==> config.mk <==
export PLATFORM = sky130hd
export DESIGN_NAME = tps_timer
export DESIGN_NICKNAME = d
export VERILOG_FILES = /design/src/hdl/tps_pkg.sv /design/src/hdl/tps_timer.sv /design/src/hdl/tps_sync.sv
export SDC_FILE = /design/constraint.sdc
export NUM_CORES = 1
export LEC_CHECK = 0
export BUFFER_PORTS_ARGS = -buffer_cell sky130_fd_sc_hd__buf_2
export CAP_MARGIN = 20
export CORE_MARGIN = 1.5
export CORE_UTILIZATION = 61
export DETAILED_ROUTE_END_ITERATION = 7
export HOLD_SLACK_MARGIN = 0.08
export PLACE_DENSITY = 0.9
export SKIP_CTS_REPAIR_TIMING = 1
export SKIP_LAST_GASP = 1
export SYNTH_ARGS = -nofsm -noshare
export SYNTH_HDL_FRONTEND = slang
export SYNTH_HIERARCHICAL = 1
export SYNTH_SLANG_ARGS = --single-unit
==> constraint.sdc <==
create_clock -name clk -period 3.2 [get_ports clk]
set_clock_uncertainty 0.15 [all_clocks]
set_input_delay 0.32 -clock clk [delete_from_list [all_inputs] [get_ports clk]]
set_output_delay 0.32 -clock clk [all_outputs]
set_load 0.01 [all_outputs]
==> src/hdl/tps_pkg.sv <==
// package: register map, field layout and constants of the timer prescaler
package tps_pkg;

   // ------------------------------------------------------------------
   // register offsets
   // ------------------------------------------------------------------
   localparam int ADDR_W = 8;
   localparam logic [7:0] OFS_CTRL_A = 8'h30;
   localparam logic [7:0] OFS_COUNT_LOW = 8'h31;
   localparam logic [7:0] OFS_COUNT_HIGH = 8'h32;
   localparam logic [7:0] OFS_CLOCK_CONTROL = 8'h33;
   localparam logic [7:0] OFS_COMPARE_A = 8'h34;
   localparam logic [7:0] OFS_COMPARE_B = 8'h35;
   localparam logic [7:0] OFS_INT_FLAGS = 8'h36;
   localparam logic [7:0] OFS_INT_MASK = 8'h37;

   // ------------------------------------------------------------------
   // clock control fields
   // ------------------------------------------------------------------
   localparam int CS_LSB = 0;
   localparam int PSR_BIT = 3;
   localparam int TSM_BIT = 4;
   localparam logic [7:0] CLOCK_CONTROL_RESET = 8'h00;

   // clock select encodings
   localparam logic [2:0] CS_STOP = 3'h0;
   localparam logic [2:0] CS_DIRECT = 3'h1;
   localparam logic [2:0] CS_DIV8 = 3'h2;
   localparam logic [2:0] CS_DIV64 = 3'h3;
   localparam logic [2:0] CS_DIV256 = 3'h4;
   localparam logic [2:0] CS_DIV1024 = 3'h5;
   localparam logic [2:0] CS_EXT_FALL = 3'h6;
   localparam logic [2:0] CS_EXT_RISE = 3'h7;

   // prescaler width and tap masks (all low bits ones = end of period)
   localparam int PRESCALE_W = 10;
   localparam logic [9:0] TAP_DIV8 = 10'h007;
   localparam logic [9:0] TAP_DIV64 = 10'h03f;
   localparam logic [9:0] TAP_DIV256 = 10'h0ff;
   localparam logic [9:0] TAP_DIV1024 = 10'h3ff;
   localparam logic [9:0] PRESCALE_RESET = 10'h000;

   // ------------------------------------------------------------------
   // control A fields
   // ------------------------------------------------------------------
   localparam int CTC_BIT = 0;
   localparam int WIDE_BIT = 1;
   localparam int CAPEN_BIT = 2;
   localparam logic [2:0] CTRL_A_RESET = 3'h0;

   // ------------------------------------------------------------------
   // interrupt flag and mask layout
   // ------------------------------------------------------------------
   localparam int FLAG_OVF = 0;
   localparam int FLAG_CMPA = 1;
   localparam int FLAG_CMPB = 2;
   localparam int FLAG_CAP = 3;
   localparam logic [3:0] FLAGS_RESET = 4'h0;
   localparam logic [3:0] MASK_RESET = 4'h0;
   localparam logic [7:0] BYTE_RESET = 8'h00;

endpackage : tps_pkg

==> src/hdl/tps_timer.sv <==
// module: timer0 clock select, prescaler, counter, compare and interrupts
`timescale 1ns/1ps
module tps_timer
(
   input wire logic clk,
   input wire logic resetn,
   input wire logic [tps_pkg::ADDR_W-1:0] reg_addr,
   input wire logic [7:0] reg_wdata,
   input wire logic reg_write,
   input wire logic reg_read,
   output logic [7:0] reg_rdata,
   input wire logic ext_count_pin,
   input wire logic capture_pin,
   output logic timer_tick,
   output logic irq
);
   import tps_pkg::*;

   // ------------------------------------------------------------------
   // state
   // ------------------------------------------------------------------
   // every flop outside the pin synchronizers sits in this one word, so a reset
   // or a register step can never leave two fields out of phase
   typedef struct packed {
      logic [PRESCALE_W-1:0] prescale;
      logic sync_halt_bit;
      logic prescaler_reset_bit;
      logic [2:0] clock_select_field;
      logic [2:0] ctrl_a;
      logic [7:0] count_low_byte;
      logic [7:0] count_high_byte;
      logic [7:0] compare_a_reg;
      logic [7:0] compare_b_reg;
      logic [3:0] timer_int_flags;
      logic [3:0] timer_int_mask;
      logic [7:0] rdata;
      logic irq;
      logic tick;
   } tps_timer_state_t;

   tps_timer_state_t state_reg;
   tps_timer_state_t state_next;

   // synchronized pin levels and their one-cycle-old copies
   logic ext_level;
   logic ext_prev;
   logic cap_level;
   logic cap_prev;

   // ------------------------------------------------------------------
   // pin synchronizers
   // ------------------------------------------------------------------
   // sample and synchronize
   // pin level is read whatever the pin direction
   tps_sync u_ext_sync
   (
      .clk(clk),
      .resetn(resetn),
      .pin_in(ext_count_pin),
      .level_out(ext_level),
      .prev_out(ext_prev)
   );

   // capture pin uses the same two-stage crossing
   tps_sync u_cap_sync
   (
      .clk(clk),
      .resetn(resetn),
      .pin_in(capture_pin),
      .level_out(cap_level),
      .prev_out(cap_prev)
   );

   // ------------------------------------------------------------------
   // helpers
   // ------------------------------------------------------------------
   // true in the last cycle of the selected prescaler period
   // after a prescaler clear the first hit is n cycles away
   function automatic logic tap_hit
   (
      input logic [PRESCALE_W-1:0] pre,
      input logic [PRESCALE_W-1:0] mask
   );
      tap_hit = ((pre & mask) == mask);
   endfunction : tap_hit

   // register address match, used only by the clock control write decode
   function automatic logic hit
   (
      input logic [ADDR_W-1:0] addr,
      input logic [7:0] ofs
   );
      hit = (addr == ofs);
   endfunction : hit

   // ------------------------------------------------------------------
   // next-state logic
   // ------------------------------------------------------------------
   logic wr_cc;
   logic prescale_clear;
   logic halted;
   logic tick_now;
   logic ext_rise;
   logic ext_fall;
   logic cap_rise;
   logic wide;
   logic ctc;
   logic [15:0] count_now;
   logic [15:0] count_inc;
   logic [15:0] count_new;
   logic [15:0] compare_wide;
   logic [3:0] flag_set;
   logic [3:0] flag_clr;
   logic [7:0] rd_mux;

   always_comb
   begin
      // defaults: each field holds unless a rule below moves it
      state_next = state_reg;
      wr_cc = reg_write && hit(reg_addr, OFS_CLOCK_CONTROL);
      wide = state_reg.ctrl_a[WIDE_BIT];
      ctc = state_reg.ctrl_a[CTC_BIT];
      count_now = {state_reg.count_high_byte, state_reg.count_low_byte};
      count_inc = count_now + 16'h0001;
      count_new = count_now;
      compare_wide = {state_reg.compare_b_reg, state_reg.compare_a_reg};
      flag_set = 4'h0;
      flag_clr = 4'h0;
      tick_now = 1'b0;

      // edge detector on synchronized copies only
      ext_rise = ext_level && !ext_prev;
      ext_fall = !ext_level && ext_prev;
      cap_rise = cap_level && !cap_prev;

      // a write of one resets the prescaler in that cycle
      // a held reset bit keeps the prescaler cleared
      prescale_clear = state_reg.prescaler_reset_bit ||
                       (wr_cc && reg_wdata[PSR_BIT]);
      // a prescaler clear halts every source, external edges too,
      // so nothing counts while software sets the timer up
      halted = prescale_clear;

      // free-running prescaler, blind to clock select
      if (prescale_clear)
      begin
         state_next.prescale = PRESCALE_RESET;
      end
      else
      begin
         state_next.prescale = state_reg.prescale + 10'h001;
      end

      case (state_reg.clock_select_field)
         CS_STOP: tick_now = 1'b0;
         CS_DIRECT: tick_now = !halted;
         // tap phase sets the first count delay
         CS_DIV8: tick_now = !halted && tap_hit(state_reg.prescale, TAP_DIV8);
         CS_DIV64:
            tick_now = !halted && tap_hit(state_reg.prescale, TAP_DIV64);
         CS_DIV256:
            tick_now = !halted && tap_hit(state_reg.prescale, TAP_DIV256);
         CS_DIV1024:
            tick_now = !halted && tap_hit(state_reg.prescale, TAP_DIV1024);
         // edges go to the tick without division
         CS_EXT_FALL: tick_now = !halted && ext_fall;
         CS_EXT_RISE: tick_now = !halted && ext_rise;
         default: tick_now = 1'b0;
      endcase

      // limitation: the count has no byte latch, so a byte-wise
      // read of a running 16-bit count can tear at the carry
      // tick from synchronized edge updates the counter next edge
      if (tick_now)
      begin
         if (wide)
         begin
            count_new = count_inc;
            if (count_inc == 16'h0000)
            begin
               flag_set[FLAG_OVF] = 1'b1;
            end
            // one 16-bit compare, A low and B high
            if (count_inc == compare_wide)
            begin
               flag_set[FLAG_CMPA] = 1'b1;
            end
         end
         else
         begin
            // clear-on-compare restarts the low byte from zero
            if (ctc && (state_reg.count_low_byte == state_reg.compare_a_reg))
            begin
               count_new = {state_reg.count_high_byte, 8'h00};
            end
            else
            begin
               count_new = {state_reg.count_high_byte, count_inc[7:0]};
            end
            if (state_reg.count_low_byte == 8'hff)
            begin
               flag_set[FLAG_OVF] = 1'b1;
            end
            if (count_new[7:0] == state_reg.compare_a_reg)
            begin
               flag_set[FLAG_CMPA] = 1'b1;
            end
            if (count_new[7:0] == state_reg.compare_b_reg)
            begin
               flag_set[FLAG_CMPB] = 1'b1;
            end
         end
      end
      state_next.count_low_byte = count_new[7:0];
      state_next.count_high_byte = count_new[15:8];

      // capture edge raises its flag only while enabled
      if (cap_rise && state_reg.ctrl_a[CAPEN_BIT])
      begin
         flag_set[FLAG_CAP] = 1'b1;
      end

      // an unmapped offset falls to the default and is lost
      // register writes; a cpu write to the count wins over a tick
      if (reg_write)
      begin
         case (reg_addr)
            OFS_CTRL_A: state_next.ctrl_a = reg_wdata[2:0];
            OFS_COUNT_LOW: state_next.count_low_byte = reg_wdata;
            OFS_COUNT_HIGH: state_next.count_high_byte = reg_wdata;
            OFS_COMPARE_A: state_next.compare_a_reg = reg_wdata;
            OFS_COMPARE_B: state_next.compare_b_reg = reg_wdata;
            OFS_INT_FLAGS: flag_clr = reg_wdata[3:0];
            OFS_INT_MASK: state_next.timer_int_mask = reg_wdata[3:0];
            default: flag_clr = 4'h0;
         endcase
      end

      // trade-off: the reset bit reads back one only while held
      // clock control: the reset bit is only kept in sync mode
      if (wr_cc)
      begin
         state_next.clock_select_field = reg_wdata[CS_LSB +: 3];
         state_next.sync_halt_bit = reg_wdata[TSM_BIT];
         // sync mode keeps the written value
         // otherwise hardware clears it at once
         state_next.prescaler_reset_bit =
            reg_wdata[PSR_BIT] && reg_wdata[TSM_BIT];
      end

      // sticky flags, a set beats a same-cycle clear
      state_next.timer_int_flags =
         (state_reg.timer_int_flags & ~flag_clr) | flag_set;

      // masked sources merge onto one level request
      state_next.irq =
         |(state_next.timer_int_flags & state_next.timer_int_mask);
      state_next.tick = tick_now;

      // read data stand only in the cycle after the strobe
      // idle cycles return zero so a stale byte never lingers
      rd_mux = BYTE_RESET;
      case (reg_addr)
         OFS_CTRL_A: rd_mux = {5'h00, state_reg.ctrl_a};
         OFS_COUNT_LOW: rd_mux = state_reg.count_low_byte;
         OFS_COUNT_HIGH: rd_mux = state_reg.count_high_byte;
         OFS_CLOCK_CONTROL:
            rd_mux = {3'h0, state_reg.sync_halt_bit,
                      state_reg.prescaler_reset_bit,
                      state_reg.clock_select_field};
         OFS_COMPARE_A: rd_mux = state_reg.compare_a_reg;
         OFS_COMPARE_B: rd_mux = state_reg.compare_b_reg;
         OFS_INT_FLAGS: rd_mux = {4'h0, state_reg.timer_int_flags};
         OFS_INT_MASK: rd_mux = {4'h0, state_reg.timer_int_mask};
         default: rd_mux = BYTE_RESET;
      endcase
      state_next.rdata = reg_read ? rd_mux : BYTE_RESET;
   end

   // ------------------------------------------------------------------
   // state register
   // ------------------------------------------------------------------
   // synchronous reset, all fields to their documented values;
   // each field is reset on its own so its value stays tied to
   // the named constant that defines it
   always_ff @(posedge clk)
   begin
      if (!resetn)
      begin
         state_reg.prescale <= PRESCALE_RESET;
         state_reg.sync_halt_bit <= CLOCK_CONTROL_RESET[TSM_BIT];
         state_reg.prescaler_reset_bit <= CLOCK_CONTROL_RESET[PSR_BIT];
         state_reg.clock_select_field <= CLOCK_CONTROL_RESET[CS_LSB +: 3];
         state_reg.ctrl_a <= CTRL_A_RESET;
         state_reg.count_low_byte <= BYTE_RESET;
         state_reg.count_high_byte <= BYTE_RESET;
         state_reg.compare_a_reg <= BYTE_RESET;
         state_reg.compare_b_reg <= BYTE_RESET;
         state_reg.timer_int_flags <= FLAGS_RESET;
         state_reg.timer_int_mask <= MASK_RESET;
         state_reg.rdata <= BYTE_RESET;
         state_reg.irq <= 1'b0;
         state_reg.tick <= 1'b0;
      end
      else
      begin
         state_reg <= state_next;
      end
   end

   // outputs straight from the state register
   // with no gate after the flop, so no glitch reaches a pin
   assign reg_rdata = state_reg.rdata;
   assign irq = state_reg.irq;
   assign timer_tick = state_reg.tick;

endmodule : tps_timer

==> src/hdl/tps_sync.sv <==
// module: two-stage pin synchronizer with an edge history stage
`timescale 1ns/1ps
module tps_sync
(
   input wire logic clk,
   input wire logic resetn,
   input wire logic pin_in,
   output logic level_out,
   output logic prev_out
);
   import tps_pkg::*;

   typedef struct packed {
      logic meta;
      logic stable;
      logic prev;
   } tps_sync_state_t;

   tps_sync_state_t state_reg;
   tps_sync_state_t state_next;

   // shift chain; the first stage feeds only the second stage
   always_comb
   begin
      state_next = state_reg;
      state_next.meta = pin_in;
      state_next.stable = state_reg.meta;
      state_next.prev = state_reg.stable;
   end

   // synchronous active-low reset to idle low
   always_ff @(posedge clk)
   begin
      if (!resetn)
      begin
         state_reg <= '0;
      end
      else
      begin
         state_reg <= state_next;
      end
   end

   assign level_out = state_reg.stable;
   assign prev_out = state_reg.prev;

endmodule : tps_sync

## Word level (Yosys, flattened, before mapping)

Index checks and enable logic that the tools add are counted.

- Register bits: 74
- Latch bits: 0
- Memory bits (writable): 0
- Bits in read-only memories: 0
- Input bits: 22
- Output and inout port bits: 10
- Word-level logic and storage cells: 103
- Memories kept: 0

- Add/sub/neg operators: 2
- $mul: 0
- Div/mod/pow operators: 0
- Magnitude comparators: 0
- Equal/unequal tests: 24
- Shifts and indexed selects: 0
- Muxes and demuxes: 25
- Bitwise logic cells: 5
- Reduce and logical (&&, ||, !) cells: 27

Operator list:

| operator | number |
|---|---|
| equality test 8 x 6 -> 1 bit, second input constant | 8 |
| two-way mux 16 bit | 4 |
| case mux 8 bit (8 select lines) | 1 |
| two-way mux 8 bit | 5 |
| two-way mux 32 bit | 1 |
| equality test 8 bit | 3 |
| adder 16 x 1 -> 16 bit, second input constant | 1 |
| equality test 16 bit | 1 |
| equality test 8 bit, second input constant | 2 |
| zero test 16 bit | 1 |
| two-way mux 4 bit | 4 |
| equality test 3 bit, second input constant | 5 |
| logical AND 1 bit | 14 |
| adder 10 x 1 -> 10 bit, second input constant | 1 |
| equality test 10 bit, second input constant | 1 |
| AND 4 bit | 2 |
| case mux 1 bit (8 select lines) | 1 |
| AND reduction 2 bit | 4 |
| two-way mux 1 bit | 7 |
| equality test 3 x 2 -> 1 bit, second input constant | 2 |
| equality test 6 bit, second input constant | 1 |
| zero test 1 bit | 4 |
| inverter 4 bit | 1 |
| OR 4 bit | 1 |
| 8 further kinds | 8 |

## Depth between registers and ports, before layout

Gate-level depths: netlist (run 1).

- Depth in word-level cells: 15
- Mapped depth: 11
- Gate-level depth less buffers: 9

## Hierarchy

Netlist (run 1), hierarchy kept.

Modules (own cells, without submodules):

| module | instances | cells each | area each (um^2) | seq. area each (um^2) |
|---|---|---|---|---|
| tps_timer | 1 | 533 | 4,391.7 | 1,361.3 |
| tps_sync | 2 | 6 | 78.8 | 60.1 |

## Least setup slack after synthesis (run 1)

OpenSTA, ideal clock, no wires.

- Path kind: reg-to-reg
- From: register state_reg (netlist bit count_now[1])
- To: register irq (netlist name)
- Library setup time: 0.059 ns
- Arrival time: 2.495 ns
- Data required time: 2.991 ns
- Setup slack: 0.496 ns
- Cell stages (with the launch flop): 12
- Path buffers: 2
- Cell sequence: dfxtp_1 -> ha_1 -> buf_2 -> nand4_2 -> or3_1 -> clkbuf_1 -> nor3b_1 -> a211oi_1 -> a2111oi_0 -> a32oi_1 -> o21ai_1 -> a221o_1

- Cells in the longest elaborated chain, start to end: 12

RTL lines:

| what | line | text |
|---|---|---|
| from (decl) | tps_timer.sv:41 | `tps_timer_state_t state_reg;` |
| from (signal assigned) | tps_timer.sv:307 | `state_reg <= state_next;` |
| branches (longest 8 deep; another with adder 16 x 1 -> 16 bit) | - |  |
| two-way mux 3 bit (*) | tps_timer.sv:174 | `if (tick_now)` |
| OR 4 bit (*) | tps_timer.sv:253 | `(state_reg.timer_int_flags & ~flag_clr) \| flag_set;` |
| AND 4 bit (*) | tps_timer.sv:257 | `\|(state_next.timer_int_flags & state_next.timer_int_mask);` |
| OR reduction 4 bit (*) | tps_timer.sv:257 |  |

Every way passes the cells marked *. The select of a mux whose other input is x is not followed.
A chain may end at the register's enable or synchronous reset.

## Worst setup path in the final report (run 1)

- From: register state_reg (netlist bit count_now[1])
- To: register irq (netlist name)

- Cells in the longest elaborated chain, start to end: 12

RTL lines:

| what | line |
|---|---|
| branches (longest 8 deep; another with adder 16 x 1 -> 16 bit) | - |
| two-way mux 3 bit (*) | tps_timer.sv:174 |
| OR 4 bit (*) | tps_timer.sv:253 |
| AND 4 bit (*) | tps_timer.sv:257 |
| OR reduction 4 bit (*) | tps_timer.sv:257 |

Marked as above.

==> results of run 1 <==
-- cell usage after synthesis, types with 9 or more instances --
| cell | number |
|---|---|
| nand3_1 | 21 |
| nor3_1 | 11 |
| o21ai_0 | 26 |
| nand2_1 | 43 |
| mux2i_1 | 26 |
| xnor2_1 | 37 |
| nand4_1 | 9 |
| buf_2 | 9 |
| nor2_1 | 68 |
| xor2_1 | 14 |
| dfxtp_1 | 74 |
| inv_1 | 11 |
| a21oi_1 | 20 |
| clkbuf_1 | 27 |
| and2_1 | 12 |
-- metal layers --
layer	share of wire	track usage	wire length [µm]	vias up
met5	0	0	0	-
met4	0.044	0.213	612	0
met3	0.090	0.0683	1240	59
met2	0.48	0.593	6660	265
met1	0.39	0.454	5370	2070
li1	-	-	-	1984
-- critical path, cell delays in order (launching register included) --
cell and delay (ns):
dfxtp_1 0.47, nand3_2 0.27, xor2_1 0.58, xnor2_1 0.15, or4_1 0.52, nor4_1 0.35, a32oi_1 0.13, o21ai_1 0.20
a221o_1 0.15
-- cells by family after synthesis --
logic type      Yosys count  share of synthesized area
simple gates            208                      0.229
compound gates          110                      0.177
flops                    74                      0.326
buf+inv                  59                     0.0578
xor+xnor                 52                      0.103
mux                      38                     0.0968
fa+ha+maj                 4                     0.0110
-- final timing paths --
check	to	slack, ns	cells past startpoint	from
setup / recovery	irq$_SDFF_PN0_	0.19	8	count_now[1]$_SDFF_PN0_
hold / removal	compare_wide[6]$_SDFFE_PN0P_	0.12	3	reg_wdata[6]
setup reg to reg	irq$_SDFF_PN0_	0.19	8	count_now[1]$_SDFF_PN0_
hold reg to reg	u_cap_sync/level_out$_SDFF_PN0_	0.31	1	u_cap_sync/state_next[1]$_SDFF_PN0_
-- power groups by stage --
| stage | combinational (mW) | clock, mW | sequential [mW] |
|---|---|---|---|
| finish | 0.0881 | 0.825 | 0.933 |
| global placement | 0.0806 | 0 | 0.954 |
| global route | 0.0928 | 0.866 | 0.934 |
| floorplan | 0.0451 | 0 | 0.952 |
| detailed placement | 0.0839 | 0 | 0.955 |
| CTS | 0.0843 | 0.828 | 0.933 |
-- final cells by class --
type	instances	area, µm²
multi-input cells	412	2810
fillers	599	2220
flip-flops and latches	74	1480
repair buffers	58	363
clock buffers	9	124
well taps	99	124
clock inverters	6	91.3
inverters	11	41.3
-- metrics by stage --
stage	setup WS, ns	hold WS, ns	instances	power (mW)
6_report	0.186	0.120	669	1.85
5_1_grt	0.0370	0.144	669	1.89
4_1_cts	0.248	0.00305	667	1.85
2_1_floorplan	0.496	0.262	545	0.997
3_3_place_gp	0.312	0.268	652	1.03
3_5_place_dp	0.273	0.284	652	1.04
==> results_dict.tcl, run 1 <==
set metrics [dict create \
    vias 4378 \
    cts_tree "built" \
    track_usage 0.366 \
    hold_viol_final 0 \
    fin_crit_ns 3.01 \
    finalSetupTns_ns 0 \
    grt_max_degree 33 \
    ant_nets 0 \
    async_flop_share 0 \
    worstPathArrival_ns 3.17 \
    slew_headroom 0.548 \
    yosysTopAreaCell "dfxtp_1" \
    ys_ff_latch 74 \
    final_layout_size_suffix_gt1_frac 0.174 \
    min_path_type "primary input to flop" \
    syn_area_per_cell_um2 8.35 \
    path_clk_slew_ns 0.09 \
    power_frac_clock 0.447 \
    place.port_buffers 31 \
    core_region_area_um2 7250 \
    final_max_slew_viol_count 0 \
    p_leak_nw 1.87 \
    power_density_nw_per_um2 367 \
    nets 592 \
    io_pins 32 \
    drt-total-wl_um 13900 \
    viasPerCell 6.54 \
    die_x_um 89.4 \
    grt_pass1_vias 4129 \
    place_area_um2 4790 \
    yosysWarnings 6 \
    drc 0 \
    cts_made_buffers 9 \
    syn2layout_area_growth_pct 10.6 \
    wl_per_cell_um 20.8 \
    dr.pass1.iters 6 \
    seq_power_share 0.505 \
    num_antenna_cells 0 \
    hpwl_um 10200 \
    fin_crit_sh 0.942 \
    final_common_cell "dfxtp_1" \
    antenna_found_initial 0 \
    synthesis.area_um2 4550 \
    end_kind "flop" \
    start_kind "flop" \
    synth_nets 571 \
    cts_htree_levels 3 \
    die_y_um 89.4 \
    path_class "flop to flop" \
    cap_violations 0 \
    p_sw_mw 0.449 \
    cts_buffer_depth 2 \
    rows 31 \
    overflow 0 \
    cts_root_buf "clkbuf_8" \
    synthCells 545 \
    start_util 0.627 \
    status "complete, no violations" \
    largest_register_ffs 25 \
    dieArea_um2 7990 \
    clk_latency_ns 0.37 \
    rsz0062_at_grt "no" \
    utilization 0.694 \
    synth.area.top_cells "dfxtp_1 (33%), xnor2_1 (7.1%), mux2i_1 (5.7%), nor2_1 (5.6%), nand2_1 (3.5%)" \
    gp_congestion 1.03 \
    stdcell_area_um2 5030 \
    combPwrFrac 0.048 \
    final_cell_mix "dfxtp_1 (74), nor2_1 (67), nand2_1 (43)" \
    peakVddDrop_mv 0.370 \
    yosysSeqAreaShare 0.326 \
    drt-initial-drc-count 508 \
    fmaxAchievable_mhz 332 \
    synth-edff-count 0 \
    ys.flop_type "dfxtp_1" \
    yosysUniqueCellTypes 71 \
    path_max_fanout 9 \
    power.internal_mw 1.40 \
    synth_top_area_frac 0.326 \
    worstMarginPinSlew_ns 0.675 \
    clkSinkCount 74 \
    setup_viol 0 \
    critPathRequiredTime_ns 3.36 \
    swShare 0.243 \
    grt_pass1_wl_um 21400 \
]
(Power assumes the default switching activity.)
==> inputs of run 2 (changes only) <==
--- a/config.mk
+++ b/config.mk
@@ -5,13 +5,14 @@
 export SDC_FILE = /design/constraint.sdc
 export NUM_CORES = 1
 export LEC_CHECK = 0
+export ABC_AREA = 1
 export BUFFER_PORTS_ARGS = -buffer_cell sky130_fd_sc_hd__buf_2
 export CAP_MARGIN = 20
 export CORE_MARGIN = 1.5
-export CORE_UTILIZATION = 61
+export CORE_UTILIZATION = 55
 export DETAILED_ROUTE_END_ITERATION = 7
 export HOLD_SLACK_MARGIN = 0.08
-export PLACE_DENSITY = 0.9
+export PLACE_DENSITY = 0.87
 export SKIP_CTS_REPAIR_TIMING = 1
 export SKIP_LAST_GASP = 1
 export SYNTH_ARGS = -nofsm -noshare
==> constraint.sdc (replaced) <==
create_clock -name clk -period 2.7 [get_ports clk]
set_clock_uncertainty 0.15 [all_clocks]
set_input_delay 0.27 -clock clk [delete_from_list [all_inputs] [get_ports clk]]
set_output_delay 0.27 -clock clk [all_outputs]
set_load 0.01 [all_outputs]
==> results_dict.tcl, run 2 <==
set metrics [dict create \
    status "complete, no violations" \
    hpwl_um 10400 \
    critPathBufInv 1 \
    min_path_type "primary input to flop" \
    cts_buffer_depth 2 \
    dieArea_um2 8760 \
    drt-total-wl_um 13900 \
    grt_max_degree 32 \
    grt_pass1_vias 4291 \
    cts_tree "built" \
    p_leak_nw 2.14 \
    dr.pass1.iters 6 \
    slew_headroom 0.493 \
    syn_area_per_cell_um2 6.56 \
    worstMarginPinSlew_ns 0.741 \
    num_antenna_cells 0 \
    overflow 0 \
    yosysSeqAreaShare 0.328 \
    setup_viol 0 \
    drt-initial-drc-count 644 \
    clkSinkCount 74 \
    power_mw 2.18 \
    crit_path_frequent_cell "nand2_1" \
    core_region_area_um2 7850 \
    wl_per_cell_um 16.9 \
    start_util 0.575 \
    power_density_nw_per_um2 441 \
    final_max_slew_viol_count 0 \
    ant_nets 0 \
    timing.rr.end "irq$_SDFF_PN0_" \
    crit_slowest_cell "dfxtp_1" \
    utilization 0.630 \
    gp_congestion 1.02 \
    final_layout_size_suffix_gt1_frac 0.0972 \
    synthesis.area_um2 4510 \
    slowest_delay_ns 0.53 \
    antenna_found_initial 0 \
    track_usage 0.326 \
    synthCells 688 \
    clk_latency_ns 0.36 \
    multi_input_area_um2 2480 \
    fin_crit_sh 0.940 \
    p_sw_mw 0.525 \
    worstPathArrival_ns 2.70 \
    nets 741 \
    hold_path_end "u_ext_sync/prev_out$_SDFF_PN0_" \
    yosysUniqueCellTypes 44 \
    hold_viol_final 0 \
    ff_latch_area_um2 1480 \
    fmaxAchievable_mhz 394 \
    rows 32 \
    path_class "flop to flop" \
    finalSetupTns_ns 0 \
    critPathRequiredTime_ns 2.87 \
    end_kind "flop" \
    io_pins 32 \
    fin_crit_ns 2.54 \
    start_kind "flop" \
    async_flop_share 0 \
    synth_most_common_cell "nand2_1" \
    peakVddDrop_mv 0.301 \
    synth.area.top_cells "dfxtp_1 (33%), nand2_1 (13%), inv_1 (8.7%), nor2_1 (6.2%), nand3_1 (5.2%)" \
    worstHoldStart "resetn" \
    final_common_cell "nand2_1" \
    path_max_fanout 14 \
    r2r_slack_ns 0.16 \
    timing.rr.start "count_now[5]$_SDFF_PN0_" \
    place.port_buffers 31 \
    power_frac_clock 0.445 \
    cp-startpoint "count_now[5]$_SDFF_PN0_" \
    yosysTopAreaCell "dfxtp_1" \
    yosysWarnings 6 \
    seq_power_share 0.507 \
    cts_htree_levels 3 \
    die_y_um 93.6 \
    cts_root_buf "clkbuf_8" \
    combPwrFrac 0.049 \
    nFillCells 762 \
    viasPerCell 5.88 \
    largest_register_ffs 25 \
    final_cell_mix "nand2_1 (160), inv_1 (105), nor2_1 (74)" \
    holdPathStages 3 \
    power.internal_mw 1.66 \
    placed_cells 802 \
    ff2ff_path_depth 16 \
    cts_made_buffers 9 \
    synth-edff-count 0 \
    vias 4836 \
    ys.flop_type "dfxtp_1" \
    grt_pass1_wl_um 21600 \
    rsz0062_at_grt "no" \
    synth_top_area_frac 0.328 \
    synth_commonest_cells "nand2_1 (160), inv_1 (105), dfxtp_1 (74), nor2_1 (74), nand3_1 (47)" \
    swShare 0.241 \
    worstPathCellList "xnor2_1, nand2_1, nor2_1, nand2_1, buf_4, nand2_1, nand2_1, nand2_1, nand2_1, nor2_1, nand3_1, nand2_1, nand2_1, nand2_1, nor2_1, nand2_1" \
    path_clk_slew_ns 0.09 \
    crit_family "simple AND/OR/NAND/NOR gates" \
    drc 0 \
    die_x_um 93.6 \
    finalNonFillerCells 822 \
    ys_ff_latch 74 \
    syn2layout_area_growth_pct 9.59 \
    synth_nets 714 \
    cap_violations 0 \
]
[run 2: layer usage]
metal / track usage / wire, µm / vias up
met2: 0.502 / 6100 / 313
met4: 0.128 / 404 / 0
li1: - / - / 2294
met1: 0.450 / 5880 / 2182
met3: 0.0585 / 1540 / 47
met5: 0 / 0 / -
[run 2: worst min-delay path, delay by kind of cell]
| family | cells | cell delay [ns] |
|---|---|---|
| buffers and inverters | 2 | 0.21 |
| AND/OR/NAND/NOR | 1 | 0.08 |
[run 2: area by class of cell]
class,count,area share
well taps,102,0.0258
flip-flops and latches,74,0.300
clock buffers,10,0.0258
repair buffers,41,0.0486
multi-input cells,484,0.502
clock inverters,6,0.0182
inverters,105,0.0797
[run 2: logic make-up (layout without fill, tap and decap cells)]
family,count (synthesis),after routing,synth area share
flip-flops,74,74,0.328
adder cells (fa/ha/maj),4,4,0.0111
XOR/XNOR,20,20,0.0466
AO/OA/AOI/OAI,133,133,0.172
AND/OR/NAND/NOR,327,327,0.320
buffers and inverters,130,162,0.121
[run 2: worst max path at each step]
stage,endpoint,depth (start not counted)
after detailed placement,irq$_SDFF_PN0_,16
final,irq$_SDFF_PN0_,16
after CTS,irq$_SDFF_PN0_,16
after global placement,irq$_SDFF_PN0_,16
after floorplan,irq$_SDFF_PN0_,16
after global routing,irq$_SDFF_PN0_,17
[run 2: metrics by stage]
step | setup WS [ns] | hold slack, ns | cell area [µm²]
floorplan | 0.633 | 0.213 | 4510
CTS | 0.251 | -0.0714 | 4900
detailed placement | 0.258 | 0.253 | 4690
global route | 0.00265 | 0.107 | 4950
finish | 0.162 | 0.0941 | 4950
global placement | 0.223 | 0.243 | 4690
[run 2: power by group through the flow]
stage | Sequential (mW) | Clock [mW] | Combinational [mW]
global route | 1.11 | 1.02 | 0.118
CTS | 1.11 | 0.974 | 0.0995
detailed placement | 1.13 | 0 | 0.0991
floorplan | 1.13 | 0 | 0.0516
finish | 1.11 | 0.970 | 0.106
global placement | 1.13 | 0 | 0.0973
